### src/design/rcs_pkg.sv
// Package with register map, reset values and constants of the reference clock selector.
package rcs_pkg;

    // ------------------------------------------------------------------
    // Register offsets
    // ------------------------------------------------------------------
    localparam logic [7:0] ADDR_SHUT_CFG   = 8'h02;
    localparam logic [7:0] ADDR_LOAD_CAPACITOR_FIELD_DRIVE = 8'h06;
    localparam logic [7:0] ADDR_LOAD_CAP   = 8'h07;
    localparam logic [7:0] ADDR_SWITCH_CFG = 8'hBE;
    localparam logic [7:0] ADDR_STATUS     = 8'hC4;
    localparam logic [7:0] ADDR_PLL_BASE   = 8'h10;
    localparam logic [7:0] ADDR_PLL_STRIDE = 8'h04;
    localparam logic [1:0] PLL_OFS_DIV     = 2'h0;
    localparam logic [1:0] PLL_OFS_NLO     = 2'h1;
    localparam logic [1:0] PLL_OFS_NHI     = 2'h2;

    // ------------------------------------------------------------------
    // Field positions
    // ------------------------------------------------------------------
    localparam int SHUT_POL_BIT   = 0;
    localparam int PRIM_SRC_BIT   = 0;
    localparam int SW_MODE_LSB    = 1;
    localparam int SW_MODE_AUTO   = 2;
    localparam int STAT_SRC_BIT   = 0;
    localparam int STAT_MISS_BIT  = 1;
    localparam int STAT_SHUT_BIT  = 2;
    localparam int STAT_PD_LSB    = 3;

    // ------------------------------------------------------------------
    // Reset values
    // ------------------------------------------------------------------
    localparam logic       RST_SHUT_POL   = 1'b0;
    localparam logic [7:0] RST_LOAD_CAPACITOR_FIELD_DRIVE = 8'h11;
    localparam logic [7:0] RST_LOAD_CAP   = 8'h00;
    localparam logic       RST_PRIM_SRC   = 1'b0;
    localparam logic [1:0] RST_SW_MODE    = 2'h0;
    localparam logic [6:0] RST_DIV        = 7'h01;
    localparam logic [6:0] RST_DIV_PLL3   = 7'h03;
    localparam logic [11:0] RST_FB        = 12'h001;
    localparam logic [11:0] RST_FB_PLL3   = 12'h00C;
    localparam logic [3:0] RST_FRAC       = 4'h0;

    // ------------------------------------------------------------------
    // Counts and source codes
    // ------------------------------------------------------------------
    localparam logic [1:0] MISS_CYCLES    = 2'h2;
    localparam logic       SRC_LOAD_CAPACITOR_FIELD_REF   = 1'b0;
    localparam logic       SRC_SECOND_CLK = 1'b1;
    localparam int         NUM_PLL        = 4;

    typedef enum logic {RCS_RUN, RCS_DRAIN} rcs_sw_e;

endpackage : rcs_pkg

### src/design/rcs_ref_select.sv
// Reference clock selector with automatic failover, shutdown pin and PLL divider decode.
// Notes on behaviour
// - Primary-source bit 0 makes the crystal-or-reference input primary, 1 makes the second clock input primary.
// - The input that is not primary is the secondary, a backup used when the primary goes missing.
// - With the upper switchover-mode bit at 0 the input-select pin chooses between primary and secondary.
// - Switching is not aligned to any phase relation between the two references.
// - The shutdown pin holds the reference clock output low, its sense chosen by the polarity bit at 0x02, active low by default.
// - PLLs zero to two take dividers 1 to 127 and power down when their divider is zero.
// - PLL zero multiplies by 2N+A+1 when A is nonzero and by 2N when A is zero.
// - PLLs one to three use the feedback value itself as multiplier.
// - In automatic mode with the crystal-or-reference input as primary, the secondary is taken after two secondary cycles without a primary transition.
// - Automatic mode reverts to the primary as soon as it is present again.
// - Manual switching produces no glitch on the selected reference.
module rcs_ref_select (
    input  wire logic                             core_clk_i,
    input  wire logic                             rst_i,
    input  wire logic                             ce_i,
    input  wire logic                             crystal_or_ref_input_i,
    input  wire logic                             second_clock_input_i,
    input  wire logic                             input_select_pin_i,
    input  wire logic                             shutdown_output_enable_pin_i,
    input  wire logic [7:0]                       addr_i,
    input  wire logic [7:0]                       wdata_i,
    input  wire logic                             wr_i,
    input  wire logic                             rd_i,
    output logic      [7:0]                       rdata_o,
    output logic                                  ref_clk_o,
    output logic                                  active_src_o,
    output logic                                  primary_missing_o,
    output logic                                  shutdown_o,
    output logic      [rcs_pkg::NUM_PLL-1:0]      pll_pd_o,
    output logic      [rcs_pkg::NUM_PLL*14-1:0]   pll_mult_o
);
    import rcs_pkg::*;

    // ------------------------------------------------------------------
    // Decode functions
    // ------------------------------------------------------------------
    function automatic logic [13:0] mult_calc(input logic is_frac, input logic [11:0] n, input logic [3:0] a);
        logic [13:0] twice_n;
        twice_n = {1'b0, n, 1'b0};
        if (!is_frac) begin
            mult_calc = {2'b00, n};
        end else begin
            mult_calc = twice_n + ((a != 4'h0) ? {10'h000, a} + 14'h0001 : 14'h0000);
        end
    endfunction : mult_calc

    function automatic logic pll_hit(input logic [7:0] addr, input int idx, input logic [1:0] ofs);
        pll_hit = (addr == ADDR_PLL_BASE + 8'(idx) * ADDR_PLL_STRIDE + {6'h00, ofs});
    endfunction : pll_hit

    // ------------------------------------------------------------------
    // Pin synchronisers and edge detection
    // ------------------------------------------------------------------
    logic       xin_s1_ff, xin_s2_ff, xin_d_ff;
    logic       ckin_s1_ff, ckin_s2_ff, ckin_d_ff;
    logic       sel_s1_ff, sel_s2_ff;
    logic       sd_s1_ff, sd_s2_ff;

    always_ff @(posedge core_clk_i or posedge rst_i) begin
        if (rst_i) begin
            {xin_s1_ff, xin_s2_ff, xin_d_ff}    <= 3'h0;
            {ckin_s1_ff, ckin_s2_ff, ckin_d_ff} <= 3'h0;
            {sel_s1_ff, sel_s2_ff}              <= 2'h0;
            {sd_s1_ff, sd_s2_ff}                <= 2'h0;
        end else if (ce_i) begin
            {xin_s1_ff, xin_s2_ff, xin_d_ff}    <= {crystal_or_ref_input_i, xin_s1_ff, xin_s2_ff};
            {ckin_s1_ff, ckin_s2_ff, ckin_d_ff} <= {second_clock_input_i, ckin_s1_ff, ckin_s2_ff};
            {sel_s1_ff, sel_s2_ff}              <= {input_select_pin_i, sel_s1_ff};
            {sd_s1_ff, sd_s2_ff}                <= {shutdown_output_enable_pin_i, sd_s1_ff};
        end
    end

    // ------------------------------------------------------------------
    // Configuration registers
    // ------------------------------------------------------------------
    logic        shut_pol_ff;
    logic [7:0]  load_capacitor_field_drive_ff;
    logic [7:0]  load_cap_ff;
    logic        prim_src_ff;
    logic [1:0]  sw_mode_ff;
    logic [6:0]  div_ff  [NUM_PLL];
    logic [11:0] fb_ff   [NUM_PLL];
    logic [3:0]  frac_ff;

    wire wr_shut   = wr_i && addr_i == ADDR_SHUT_CFG;
    wire wr_drive  = wr_i && addr_i == ADDR_LOAD_CAPACITOR_FIELD_DRIVE;
    wire wr_load   = wr_i && addr_i == ADDR_LOAD_CAP;
    wire wr_switch = wr_i && addr_i == ADDR_SWITCH_CFG;

    always_ff @(posedge core_clk_i or posedge rst_i) begin
        if (rst_i) begin
            shut_pol_ff   <= RST_SHUT_POL;
            load_capacitor_field_drive_ff <= RST_LOAD_CAPACITOR_FIELD_DRIVE;
            load_cap_ff   <= RST_LOAD_CAP;
            prim_src_ff   <= RST_PRIM_SRC;
            sw_mode_ff    <= RST_SW_MODE;
            frac_ff       <= RST_FRAC;
        end else if (ce_i) begin
            if (wr_shut) begin
                shut_pol_ff <= wdata_i[SHUT_POL_BIT];
            end
            if (wr_drive) begin
                load_capacitor_field_drive_ff <= wdata_i;
            end
            if (wr_load) begin
                load_cap_ff <= wdata_i;
            end
            if (wr_switch) begin
                prim_src_ff <= wdata_i[PRIM_SRC_BIT];
                sw_mode_ff  <= wdata_i[SW_MODE_AUTO:SW_MODE_LSB];
            end
            if (pll_hit(addr_i, 0, PLL_OFS_NHI) && wr_i) begin
                frac_ff <= wdata_i[7:4];
            end
        end
    end

    genvar gi;
    generate
        for (gi = 0; gi < NUM_PLL; gi++) begin : g_pll_regs
            localparam logic [6:0]  DIV_RST = (gi == NUM_PLL - 1) ? RST_DIV_PLL3 : RST_DIV;
            localparam logic [11:0] FB_RST  = (gi == NUM_PLL - 1) ? RST_FB_PLL3 : RST_FB;
            always_ff @(posedge core_clk_i or posedge rst_i) begin
                if (rst_i) begin
                    div_ff[gi] <= DIV_RST;
                    fb_ff[gi]  <= FB_RST;
                end else if (ce_i && wr_i) begin
                    if (pll_hit(addr_i, gi, PLL_OFS_DIV)) begin
                        div_ff[gi] <= wdata_i[6:0];
                    end
                    if (pll_hit(addr_i, gi, PLL_OFS_NLO)) begin
                        fb_ff[gi][7:0] <= wdata_i;
                    end
                    if (pll_hit(addr_i, gi, PLL_OFS_NHI)) begin
                        fb_ff[gi][11:8] <= wdata_i[3:0];
                    end
                end
            end
            // Divider zero powers a PLL down; PLL three resets to divider 3 but takes any value 0 to 127.
            always_ff @(posedge core_clk_i or posedge rst_i) begin
                if (rst_i) begin
                    pll_pd_o[gi]              <= 1'b0;
                    pll_mult_o[gi*14 +: 14]   <= 14'h0000;
                end else if (ce_i) begin
                    pll_pd_o[gi]              <= (div_ff[gi] == 7'h00);
                    pll_mult_o[gi*14 +: 14]   <= mult_calc(gi == 0, fb_ff[gi], frac_ff);
                end
            end
        end
    endgenerate

    // ------------------------------------------------------------------
    // Absence detector and source choice
    // ------------------------------------------------------------------
    logic [1:0] miss_cnt_ff;
    logic       missing_ff;

    wire xin_tr   = xin_s2_ff ^ xin_d_ff;
    wire ckin_tr  = ckin_s2_ff ^ ckin_d_ff;
    wire prim_tr  = prim_src_ff ? ckin_tr : xin_tr;
    wire sec_rise = prim_src_ff ? (xin_s2_ff & ~xin_d_ff) : (ckin_s2_ff & ~ckin_d_ff);
    wire auto_mode = sw_mode_ff[1];
    wire auto_ok   = auto_mode && prim_src_ff == SRC_LOAD_CAPACITOR_FIELD_REF;
    wire want_sec  = auto_mode ? (auto_ok && missing_ff) : sel_s2_ff;
    wire want_src  = prim_src_ff ^ want_sec;

    always_ff @(posedge core_clk_i or posedge rst_i) begin
        if (rst_i) begin
            miss_cnt_ff <= 2'h0;
            missing_ff  <= 1'b0;
        end else if (ce_i) begin
            if (prim_tr) begin
                miss_cnt_ff <= 2'h0;
                missing_ff  <= 1'b0;
            end else if (sec_rise && miss_cnt_ff != MISS_CYCLES) begin
                miss_cnt_ff <= miss_cnt_ff + 2'h1;
                missing_ff  <= (miss_cnt_ff + 2'h1 == MISS_CYCLES);
            end
        end
    end

    // ------------------------------------------------------------------
    // Glitch-free switch: cut the old source while low, start the new one while low
    // ------------------------------------------------------------------
    rcs_sw_e state_ff;
    logic    cur_src_ff;
    logic    ref_raw_ff;

    wire cur_val  = cur_src_ff ? ckin_s2_ff : xin_s2_ff;
    wire want_val = want_src ? ckin_s2_ff : xin_s2_ff;

    always_ff @(posedge core_clk_i or posedge rst_i) begin
        if (rst_i) begin
            state_ff   <= RCS_RUN;
            cur_src_ff <= SRC_LOAD_CAPACITOR_FIELD_REF;
            ref_raw_ff <= 1'b0;
        end else if (ce_i) begin
            case (state_ff)
                RCS_RUN: begin
                    ref_raw_ff <= cur_val;
                    if (want_src != cur_src_ff && !cur_val) begin
                        state_ff <= RCS_DRAIN;
                    end
                end
                RCS_DRAIN: begin
                    ref_raw_ff <= 1'b0;
                    if (!want_val) begin
                        cur_src_ff <= want_src;
                        state_ff   <= RCS_RUN;
                    end
                end
                default: begin
                    state_ff <= RCS_RUN;
                end
            endcase
        end
    end

    // ------------------------------------------------------------------
    // Shutdown and outputs
    // ------------------------------------------------------------------
    wire shut_now = (sd_s2_ff == shut_pol_ff);

    always_ff @(posedge core_clk_i or posedge rst_i) begin
        if (rst_i) begin
            shutdown_o <= 1'b0;
        end else if (ce_i) begin
            shutdown_o <= shut_now;
        end
    end

    assign ref_clk_o         = ref_raw_ff & ~shutdown_o;
    assign active_src_o      = cur_src_ff;
    assign primary_missing_o = missing_ff;

    // ------------------------------------------------------------------
    // Register read port
    // ------------------------------------------------------------------
    logic [7:0] rd_mux;
    logic [7:0] pll_rd;

    always_comb begin
        pll_rd = 8'h00;
        for (int i = 0; i < NUM_PLL; i++) begin
            if (pll_hit(addr_i, i, PLL_OFS_DIV)) begin
                pll_rd = {1'b0, div_ff[i]};
            end
            if (pll_hit(addr_i, i, PLL_OFS_NLO)) begin
                pll_rd = fb_ff[i][7:0];
            end
            if (pll_hit(addr_i, i, PLL_OFS_NHI)) begin
                pll_rd = {(i == 0) ? frac_ff : 4'h0, fb_ff[i][11:8]};
            end
        end
    end

    always_comb begin
        case (addr_i)
            ADDR_SHUT_CFG:   rd_mux = {7'h00, shut_pol_ff};
            ADDR_LOAD_CAPACITOR_FIELD_DRIVE: rd_mux = load_capacitor_field_drive_ff;
            ADDR_LOAD_CAP:   rd_mux = load_cap_ff;
            ADDR_SWITCH_CFG: rd_mux = {5'h00, sw_mode_ff, prim_src_ff};
            ADDR_STATUS:     rd_mux = {1'b0, pll_pd_o, shutdown_o, missing_ff, cur_src_ff};
            default:         rd_mux = pll_rd;
        endcase
    end

    always_ff @(posedge core_clk_i or posedge rst_i) begin
        if (rst_i) begin
            rdata_o <= 8'h00;
        end else if (ce_i) begin
            rdata_o <= rd_i ? rd_mux : 8'h00;
        end
    end
endmodule : rcs_ref_select

### config.mk
export PLATFORM = sky130hd
export DESIGN_NAME = rcs_ref_select
export DESIGN_NICKNAME = d
export VERILOG_FILES = /design/src/design/rcs_pkg.sv /design/src/design/rcs_ref_select.sv
export SDC_FILE = /design/constraint.sdc
export NUM_CORES = 1
export LEC_CHECK = 0
export ABC_AREA = 1
export ABC_CLOCK_PERIOD_IN_PS = 8500
export BUFFER_PORTS_ARGS = -buffer_cell sky130_fd_sc_hd__buf_2
export CORE_ASPECT_RATIO = 0.9
export CORE_MARGIN = 1
export CORE_UTILIZATION = 60
export CTS_CLUSTER_DIAMETER = 120
export DETAILED_ROUTE_END_ITERATION = 10
export MAX_ROUTING_LAYER = met4
export PLACE_DENSITY_LB_ADDON = 0.05
export SYNTH_ARGS = -nofsm -noshare
export SYNTH_HDL_FRONTEND = slang
export SYNTH_SLANG_ARGS = --single-unit
### constraint.sdc
create_clock -name core_clk_i -period 8.5 [get_ports core_clk_i]
set_input_delay 0.425 -clock core_clk_i [delete_from_list [all_inputs] [get_ports core_clk_i]]
set_output_delay 0.425 -clock core_clk_i [all_outputs]
set_load 0.01 [all_outputs]
==> metrics.md, run 1 <==
| Metric | Value |
|---|---|
| Max clock buf depth | 2 |
| Post-layout util | 70.5% |
| Initial DRC Count | slightly above 700 |
| Die area | 14,600 um^2 |
| Diodes inserted | 0 |
| Initial Util | 62.3% |
| Post-CTS Setup Inserts | 0 |
| Die Y | 115 um |
| Number of library cell types mapped by synthesis | 47 |
| Sw frac | 26.2% |
| Final Cycle Share | between 30% and 40% |
| Routed Antenna Nets | 0 |
| Leak pwr | 4.72 nW |
| Max-Cap Viols | 0 |
| Pin count of the biggest net entering global routing | 109 |
| Root Driver | clkbuf_16 |
| Worst Skew | ~11 ps |
| TNS Setup | 0 ps |
| Syn Std Cell Area | ~8500 um^2 |
| Slew HR | 35.5% |
| Placed Area | 8960 um^2 |
| # nets final | 1,132 |
| First-pass GRT wire length | 34,500 um |
| Syn Inst Count | 1,025 |
| Global Route Usage Sum | 32.7% |
| DRT Wirelength | between 20,000 and 25,000 um |
| Final Cell Area | 9570 um^2 |
| Post-synthesis register bit count | 179 |
| Startpoint Class | flop |
| Internal | 1.41 mW |
| Reg clk slew, reported paths | 70 ps |
| Final HPWL DP | 14,700 um |
| Clock power frac | 42.7% |
| Core region area | 13,600 um^2 |
| Share of cells above drive strength 1 | 15.9% |
| Via density | roughly 5.5 |
| Die Wd | 127 um |
| Number of CTS-inserted buffers | 17 |
| Final Wtd Congestion | roughly 0.92 |
| Pre-antenna DRT Iters | 5 |
| DRC viols | 0 |
| Hold_ws | between 150 and 200 ps |
| Slew @ Worst Pin | 968 ps |
| Synth Area in Compound Gates | between 10% and 20% |
| Combinational share of power | between 8 and 9% |
| Synth Area in Adders | about 1.7% |
| Multiplexer share of the synthesized area | 0% |
| WP data arrival | 3120 ps |
| Grt ovf | 0 |
| CTS tree | built |
| Sw power | 0.503 mW |
| Slack of the critical path | 5730 ps |
| Unrepaired setup endpoints after global routing | false |
| Seq/Total Area, Yosys | a little over half |
| Setup WS pre-CTS | 5730 ps |
| Via Count | slightly above 7k |
| Number of synthesized flops with an enable pin | 0 |
| Seq pwr share | 48.5% |
| Cell row count | 40 |
| XOR/XNOR share of the synthesized area | less than 1% |
| Port buffer count | 90 |
| Post-CTS Resized | 0 |
| Slew Limit Fails | 0 |
| Post-Synth Simple-Gate Area | between 20% and 30% |
| Largest family of logic cells by synthesized area | simple AND/OR/NAND/NOR gates |
| Drt wl/cell | 16.8 um |
| Io pins | 97 |
| Final setup viols | 0 |
| Fin crit period | 2770 ps |
| Worst IR Drop VDD | ~140 uV |
| Ys async rst share | 100% |
| HP Class | input pin to asynchronous set/reset pin |
| Worst skew pair latency | 440 ps |
| WP data required | 8850 ps |
| Syn Area/Cell | 8.25 um^2 |
| Fillcell total | approximately 1.1k |
| H-tree depth | 4 |
| # hold bufs at CTS | 0 |
| Post-Place Cells | around 1.3k |
| Syn. warnings | 0 |
| Final count of hold timing violations | 0 |
| Outcome | finished, final reports clean |
| Top fanout value on the critical path | 5 |
| Final Non-Filler Cells | 1,298 |
| Highest clock rate | 361 MHz |
| Total power | approximately 1.9 mW |
| Synth Flop Type | dfrtp_1 |
| Antenna violations before repair | 0 |
| Vias in the first global route | 6,502 |
| PD cells | between 200 and 250 nW/um^2 |
| Area grow syn2layout | 13.2% |
| Setup CP Type | flop to flop |
| Clk sinks | 179 |
| Worst Setup End Kind | flop |
==> path summary, 6_finish.rpt <==
check	startpoint	endpoint	slack (ps)	cells past startpoint
max	frac_ff[0]$_DFFE_PP0P_	pll_mult_o[13]$_DFFE_PP0P_	5730	16
min	rst_i	pll_mult_o[30]$_DFFE_PP0P_	180	2
max reg2reg	frac_ff[0]$_DFFE_PP0P_	pll_mult_o[13]$_DFFE_PP0P_	5730	16
min reg2reg	pll_mult_o[48]$_DFFE_PP0P_	pll_mult_o[48]$_DFFE_PP0P_	470	2
max in group asynchronous	rst_i	div_ff[27]$_DFFE_PP0P_	6900	3
min in group core_clk_i	crystal_or_ref_input_i	xin_s1_ff$_DFFE_PP0P_	200	3
==> cells in the mapped netlist, types with 3 or more instances <==
library cell	n	area, um^2
a21oi_1	21	105
a31oi_1	5	31.3
buf_1	7	26.3
buf_2	3	15.0
buf_4	7	52.6
buf_6	3	33.8
clkbuf_1	25	93.8
dfrtp_1	167	4180
dfstp_2	12	315
ha_1	10	125
inv_1	102	383
inv_2	12	45.0
nand2_1	323	1210
nand2_2	4	25.0
nand3_1	41	205
nand4_1	7	43.8
nor2_1	23	86.3
nor2_2	8	50.1
nor3_1	8	40.0
nor4_1	8	50.1
o21ai_0	162	811
o21ai_1	20	100
o22ai_1	4	25.0
o31ai_1	5	37.5
or2_1	4	25.0
or2_2	4	25.0
xor2_1	5	43.8
==> layer usage <==
layer | part of all wire [%] | track usage [%] | up-vias | routed length, um
li1 | - | - | 3430 | -
met1 | 47 | 47.8 | 3445 | 10300
met2 | 44 | 47.0 | 273 | 9570
met3 | 7.1 | 5.33 | 26 | 1560
met4 | 1.6 | 9.92 | 0 | 359
met5 | 0 | - | - | 0
==> power by group through the flow <==
| stage | logic [mW] | registers, mW | clock network (mW) |
|---|---|---|---|
| final | 0.170 | 0.929 | 0.817 |
| after global routing | 0.192 | 0.932 | 0.856 |
| after CTS | 0.172 | 0.928 | 0.820 |
| after detailed placement | 0.169 | 0.943 | 0 |
| after global placement | 0.166 | 0.942 | 0 |
| after floorplan | 0.106 | 0.940 | 0 |
==> cell usage in the layout, fill, tap and decap left out, drive strengths merged <==
cell,n
fa,1
xor2,5
a32o,1
nor3,11
and3,1
nand4,8
inv,117
clkinv,6
a211oi,2
o31ai,5
a22o,2
a221oi,1
dfstp,12
o22ai,4
o21ai,182
nand3,43
buf,92
a41oi,1
dfrtp,167
xnor2,1
bufinv,3
a21oi,21
conb,6
ha,10
clkbuf,18
a31oi,5
nor2,34
o211ai,1
nand2,329
clkinvlp,3
nor4,8
or2,8
a21boi,1
==> logic make-up after synthesis <==
kind of cell | count (synthesis)
fa+ha+maj | 11
compound gates | 226
buf+inv | 160
flops | 179
simple gates | 442
xor+xnor | 6
other cells | 1
==> state kept, by name, summed over array words and instances (netlist names), 2 cells and up <==
| register | flops |
|---|---|
| pll_mult_o | 50 |
| fb_ff | 48 |
| div_ff | 28 |
| load_cap_ff | 8 |
| load_capacitor_field_drive_ff | 8 |
| rdata_o | 8 |
| frac_ff | 4 |
| pll_pd_o | 4 |
| miss_cnt_ff | 2 |
| sw_mode_ff | 2 |
==> worst max-delay path: stages (launching register included) <==
cell and delay, ps:
dfrtp_1 420, ha_1 230, nand2_1 80, inv_1 50, nor3_1 240, inv_1 90
fa_1 390, inv_1 90, nand2_1 50, nand2_1 50, a21oi_1 60, or2_2 310
nor3_2 140, nand2_1 130, nor2_1 100, nand2_1 70, o31ai_1 180
==> cell type report <==
type / count / area (um^2) / area share [%]
sequential: 179 / 4490 / 47.0
timing repair buffer: 92 / 465 / 4.87
tap: 189 / 236 / 2.47
clock inverter: 14 / 180 / 1.88
clock buffer: 18 / 429 / 4.49
multi-input combinational: 691 / 3320 / 34.8
inverter: 115 / 437 / 4.56
Note: power is estimated with default switching activity, not from simulation.
==> inputs of run 2 (changes only) <==
Settings changed: ABC_CLOCK_PERIOD_IN_PS 8500 to 2300, CORE_UTILIZATION 60 to 53.
Clock period 8.5 ns to 2.3 ns, I/O delays scaled along.
==> metrics.md, run 2 (same netlist as run 1, synthesis figures left out) <==
| Metric | Value |
|---|---|
| Outcome | finished with violations |
| Failing checks | negative setup slack |
| CTS tree | built |
| Final Non-Filler Cells | 1,356 |
| Startpoint Class | flop |
| Root Driver | clkbuf_16 |
| Number of CTS-inserted buffers | 17 |
| Port buffer count | 90 |
| WP data arrival | ~2900 ps |
| Top fanout value on the critical path | 4 |
| Max clock buf depth | 2 |
| Most common cell after layout, fill and taps aside | nand2_1 |
| First-pass GRT wire length | ~35,000 um |
| DRC viols | 0 |
| Seq pwr share | 48.8% |
| Met3 Usage GRT | 6.33% |
| Combinational share of power | 9.6% |
| Unrepaired setup endpoints after global routing | true |
| PD cells | 692 nW/um^2 |
| Placed Area | 9280 um^2 |
| Routed Antenna Nets | 0 |
| Vias in the first global route | about 6.6k |
| FF-to-FF path depth | 18 |
| Die area | 16,500 um^2 |
| Register bank with the most flops | pll_mult_o |
| Sw frac | 25.1% |
| Final Cell Area | 10,100 um^2 |
| Clock power frac | a little over two fifths |
| Cell mode on critical path | inv_2 |
| Share of cells above drive strength 1 | a little over a fifth |
| Worst Skew | 8.07 ps |
| Met2 usage | between 40% and 50% |
| R2r endpoint | pll_mult_o[7]$_DFFE_PP0P_ |
| Pre-antenna DRT Iters | 6 |
| Worst IR Drop VDD | 566 uV |
| Reg2Reg Launch Point | frac_ff[1]$_DFFE_PP0P_ |
| Die Y | 122 um |
| Buf/Inv on CP | 7 |
| Max reg flops | 50 |
| Initial DRC Count | just under 600 |
| Flop2flop setup slack | -300 ps |
| Core region area | 15,500 um^2 |
| Area grow syn2layout | 19.6% |
| Via Count | approximately 7.1k |
| Slowest CP cell | dfrtp_1 |
| Max-Cap Viols | 0 |
| Slack of the critical path | -300 ps |
| Initial Util | 54.6% |
| Slew HR | 50.4% |
| Cell breakdown of the critical path | inv_2 -> ha_4 -> nand3_2 -> inv_2 -> nor3_4 -> inv_2 -> fa_2 -> inv_2 -> nand2_1 -> nand2_1 -> a21oi_2 -> or2_4 -> buf_4 -> buf_6 -> buf_6 -> nor2_4 -> nor2_1 -> o31ai_1 |
| Total power | 7.00 mW |
| Slew Limit Fails | 0 |
| GR peak layer | met1 |
| Crit path depth | 18 |
| Largest delay share family, worst path | simple AND/OR/NAND/NOR gates |
| Cell row count | between 40 and 50 |
| Final Wtd Congestion | 0.882 |
| Hold path depth | 4 |
| Worst Setup EP | pll_mult_o[7]$_DFFE_PP0P_ |
| Worst path max stage delay | 410 ps |
| WP data required | between 2000 and 3000 ps |
| Sw power | between 1.5 and 2 mW |
| Reg clk slew, reported paths | 70 ps |
| Multi-input combinational cell area | between 3000 and 4000 um^2 |
| Drt wl/cell | about 16 um |
| Highest clock rate | 385 MHz |
| Internal | between 5 and 6 mW |
| Final setup viols | 6 |
| FF+latch area | roughly 4500 um^2 |
| Global Route Usage Sum | between 20% and 30% |
| Die Wd | 135 um |
| Fin crit period | 2600 ps |
| DRT Wirelength | roughly 22,000 um |
| Worst Setup End Kind | flop |
| HP Class | input pin to flop |
| Antenna violations before repair | 1 |
| # nets final | 1,176 |
| Leak pwr | 4.96 nW |
| Global-route track usage on met1 | 42.9% |
| Pin count of the biggest net entering global routing | 74 |
| Clk sinks | about 180 |
| Post-Place Cells | roughly 1.3k |
| Fillcell total | 1,368 |
| Regs by FF count | pll_mult_o: 50 flops, fb_ff: 48 flops, div_ff: 28 flops |
| Most frequent cells in the layout | nand2_1, dfrtp_1, o21ai_0 |
| Final HPWL DP | between 15,000 and 20,000 um |
| Via density | 5.27 |
| Worst skew pair latency | 430 ps |
| Grt ovf | 0 |
| H-tree depth | 4 |
| Post-layout util | between 60 and 70% |
| Crit. Startpoint | frac_ff[1]$_DFFE_PP0P_ |
| Slew @ Worst Pin | 743 ps |
| Final count of hold timing violations | 0 |
| Setup CP Type | flop to flop |
| Final Cycle Share | 113% |
| Io pins | 97 |
## run 2: cell count changes in the layout (fill, tap and decap cells not counted), sizes merged
cell,previous run,this run
buf,92,131
bufinv,3,2
clkbuf,18,23
clkinv,6,5
clkinvlp,3,2
diode,0,2
dlygate4sd3,0,5
inv,117,114
## run 2: worst min-delay path by stage
stage	from	end
final	wr_i	shut_pol_ff$_DFFE_PP0P_
after global routing	wr_i	shut_pol_ff$_DFFE_PP0P_
after CTS	wr_i	shut_pol_ff$_DFFE_PP0P_
after detailed placement	rst_i	pll_mult_o[50]$_DFFE_PP0P_
after global placement	rst_i	pll_mult_o[50]$_DFFE_PP0P_
after floorplan	crystal_or_ref_input_i	xin_s1_ff$_DFFE_PP0P_
## run 2: worst register-to-register path: cells and delay by family, from the launching register on
kind / cells / cell delay, ps
AOI/OAI and AO/OA: 2 / 270
adders and majority gates: 2 / 480
buffers and inverters: 7 / 620
DFF: 1 / 410
and+or+nand+nor: 7 / 720
## run 2: stage by stage
step                TNS [ps]  setup WS [ps]  hold WS (ps)
finish                 -1150           -300          43.4
global route           -2100           -419          65.5
CTS                    -1090           -252          34.1
detailed placement     -1020           -353          98.0
global placement        -748           -269          98.7
floorplan             -16970           -168           232
## run 2: timing repair
action	4_1_cts	5_1_grt
pin swaps	14	20
gates resized for setup	11	20
hold buffers	5	0
endpoints found under the setup margin	5	9
endpoints found under the hold margin	105	0
buffers inserted	9	6
## run 2: power by group through the flow
stage | logic (mW) | clock network (mW) | registers (mW)
final | 0.671 | 2.91 | 3.42
after global routing | 0.767 | 3.08 | 3.44
after CTS | 0.675 | 2.95 | 3.42
after detailed placement | 0.660 | 0 | 3.47
after global placement | 0.653 | 0 | 3.47
after floorplan | 0.396 | 0 | 3.47
## run 2: final cells by class
class                   instances  share of cell area (%)
clock inverters                 8                   0.990
flip-flops and latches        179                    44.5
inverters                     115                    4.31
multi-input cells             691                    34.2
clock buffers                  23                    4.83
repair buffers                136                    8.64
well taps                     202                    2.50
diodes                          2                  0.0495
## run 2: metal layers
| metal | up-vias | wire [um] |
|---|---|---|
| li1 | 3538 | - |
| met1 | 3386 | 10800 |
| met2 | 204 | 9560 |
| met3 | 15 | 1250 |
| met4 | 0 | 157 |
| met5 | - | 0 |
==> inputs of run 3 (changes only) <==
Settings changed: ABC_AREA 1 to unset.
==> metrics.md, run 3 <==
| Metric | Value |
|---|---|
| Cell taking the most area after synthesis | dfrtp_1 |
| Outcome | finished with violations |
| DRT Wirelength | 25,100 um |
| Fin crit period | 2410 ps |
| Io pins | 97 |
| Number of CTS-inserted buffers | 17 |
| # nets final | 895 |
| Setup WS pre-CTS | -152 ps |
| Worst IR Drop VDD | 621 uV |
| Hold_ws | 47.9 ps |
| Final Wtd Congestion | ~0.9 |
| Register bank with the most flops | pll_mult_o |
| Clock power frac | 39.3% |
| Post-synthesis register bit count | ~180 |
| Final Cycle Share | 105% |
| Max-Cap Viols | 0 |
| PD cells | about 670 nW/um^2 |
| Cell row count | 44 |
| WP data required | ~2600 ps |
| Global Route Usage Sum | 32.1% |
| Reg2Reg Launch Point | frac_ff[0]$_DFFE_PP0P_ |
| Share of cells above drive strength 1 | between 40% and 50% |
| FF-to-FF path depth | 13 |
| Worst Skew | 11.3 ps |
| Flop2flop setup slack | -110 ps |
| Worst Setup End Kind | flop |
| Top fanout value on the critical path | 4 |
| Grt ovf | 0 |
| Count leader, synth | dfrtp_1 |
| Pre-antenna DRT Iters | 5 |
| Post-layout util | 65.0% |
| Via Count | 6,503 |
| Slew HR | 61.8% |
| Diodes inserted | 0 |
| Vias in the first global route | about 6.4k |
| HP Class | input pin to flop |
| Area grow syn2layout | 20.1% |
| Cell breakdown of the critical path | inv_1 -> ha_2 -> nand2b_1 -> nand2_1 -> mux2_4 -> inv_4 -> ha_4 -> a21o_1 -> a21o_1 -> a21oi_2 -> nand4b_1 -> xor2_1 -> a21oi_1 |
| Slack of the critical path | -112 ps |
| Slew @ Worst Pin | 568 ps |
| Syn Std Cell Area | 8740 um^2 |
| Max reg flops | 50 |
| Top cells by area, synth | dfrtp_1, mux2_2, dfstp_2, mux2_4, nand2_1 |
| Slew Limit Fails | 0 |
| Leak pwr | about 5.1 nW |
| Most common cell after layout, fill and taps aside | dfrtp_1 |
| Slowest CP cell | dfrtp_1 |
| Via density | 6.03 |
| Final Cell Area | 10,500 um^2 |
| Final setup viols | 9 |
| Internal | 5.11 mW |
| Seq/Total Area, Yosys | 51.4% |
| Combinational share of power | 11.2% |
| Ys async rst share | 100% |
| Root Driver | clkbuf_16 |
| Syn Inst Count | 709 |
| Initial DRC Count | 475 |
| Placed Area | 9680 um^2 |
| Synth Flop Type | dfrtp_1 |
| Initial Util | 54.2% |
| Startpoint Class | flop |
| Cell mode on critical path | a21o_1 |
| Setup CP Type | flop to flop |
| Seq pwr share | 49.5% |
| Final HPWL DP | 17,900 um |
| Clk sinks | 179 |
| Pin count of the biggest net entering global routing | 84 |
| Crit. Startpoint | frac_ff[0]$_DFFE_PP0P_ |
| Drt wl/cell | 23.3 um |
| Max clock buf depth | 2 |
| H-tree depth | 4 |
| Routed Antenna Nets | 0 |
| Antenna violations before repair | 0 |
| Unrepaired setup endpoints after global routing | true |
| DRC viols | 0 |
| Die Wd | ~140 um |
| Highest clock rate | 415 MHz |
| Syn. warnings | 0 |
| Most frequent cells in the layout | dfrtp_1, mux2_2, buf_2 |
| Syn Area/Cell | 12.3 um^2 |
| Synth top cells by count | dfrtp_1, mux2_2, nand2_1 |
| Port buffer count | 90 |
| WP data arrival | 2730 ps |
| Worst skew pair latency | 440 ps |
| Failing checks | negative setup slack |
| Sw power | approximately 1.9 mW |
| Die Y | 124 um |
| Regs by FF count | pll_mult_o: 50 flops, fb_ff: 48 flops, div_ff: 28 flops |
| R2r endpoint | pll_mult_o[10]$_DFFE_PP0P_ |
| First-pass GRT wire length | 38,300 um |
| CTS tree | built |
| Reg clk slew, reported paths | 70 ps |
| Final count of hold timing violations | 0 |
| Core region area | 16,100 um^2 |
| Worst Setup EP | pll_mult_o[10]$_DFFE_PP0P_ |
| Number of synthesized flops with an enable pin | 0 |
| Post-synth top area share | 47.8% |
| Sw frac | 27.0% |
| Die area | approximately 17,000 um^2 |
| Number of library cell types mapped by synthesis | 68 |
| Worst path max stage delay | 410 ps |
-- run 3: cell types whose count changed in the layout (fill, tap and decap cells not counted), sizes merged, moves of 33 or more --
cell	delta
nand2	-288
mux2	+157
o21ai	-154
inv	-95
buf	+36
nand3	-33
-- run 3: through the flow --
stage	cells	TNS [ps]	total power, mW
floorplan	714	-16670	3.94
global placement	1025	-110	4.22
detailed placement	1025	-677	4.26
CTS	1076	0	7.01
global route	1079	-1640	7.25
finish	1079	-507	7.00
-- run 3: worst min-delay path by stage --
stage / from / end / slack [ps] / depth (start not counted)
final: rd_i / rdata_o[7]$_DFFE_PP0P_ / 50 / 3
after CTS: rd_i / rdata_o[7]$_DFFE_PP0P_ / 50 / 3
after global routing: rd_i / rdata_o[7]$_DFFE_PP0P_ / 70 / 3
after global placement: rst_i / pll_mult_o[5]$_DFFE_PP0P_ / 130 / 2
after floorplan: wdata_i[7] / frac_ff[3]$_DFFE_PP0P_ / 270 / 1
after detailed placement: rst_i / pll_mult_o[2]$_DFFE_PP0P_ / 140 / 2
-- run 3: worst max-delay path: cells and delay by family (launching register included) --
family                     cells  cell delay (ps)
AOI/OAI and AO/OA              4              610
xor gates and xnor gates       1              170
adders and majority gates      2              360
buffers and inverters          2              130
DFF                            1              410
muxes                          1              300
and+or+nand+nor                3              310
-- run 3: area by class of cell --
class	instances	area, um^2
clock buffer	20	457
clock inverter	12	96.3
fill	1276	5640
inverter	17	70.1
multi-input combinational	472	3970
sequential	179	4490
tap	207	259
timing repair buffer	172	1150
-- run 3: cell families after synthesis --
group | synth area share, %
AND/OR/NAND/NOR | 9.51
AO/OA/AOI/OAI | 9.69
multiplexers | 22.3
other | 0.0429
adder cells (fa/ha/maj) | 1.66
XOR/XNOR | 1.20
buffers and inverters | 4.12
flip-flops | 51.4
-- run 3: metal layers --
layer / part of all wire [%] / vias up / GRT usage [%]
met1: 47 / 3332 / 45.8
met5: 0 / - / -
met4: 2.0 / 0 / 9.20
met2: 44 / 229 / 45.9
li1: - / 2910 / -
met3: 6.2 / 32 / 6.76
-- run 3: power by group through the flow --
| stage | registers, mW | logic [mW] | clock network (mW) |
|---|---|---|---|
| global route | 3.48 | 0.865 | 2.90 |
| detailed placement | 3.52 | 0.740 | 0 |
| finish | 3.46 | 0.783 | 2.75 |
| global placement | 3.50 | 0.718 | 0 |
| CTS | 3.46 | 0.774 | 2.78 |
| floorplan | 3.49 | 0.455 | 0 |
-- run 3: what timing repair did --
item,4_1_cts,5_1_grt
setup buffers,15,4
gates cloned,0,0
gates resized for setup,9,12
endpoints found under the setup margin,8,11
hold buffers,5,0
endpoints found under the hold margin,18,0
pin swaps,8,16
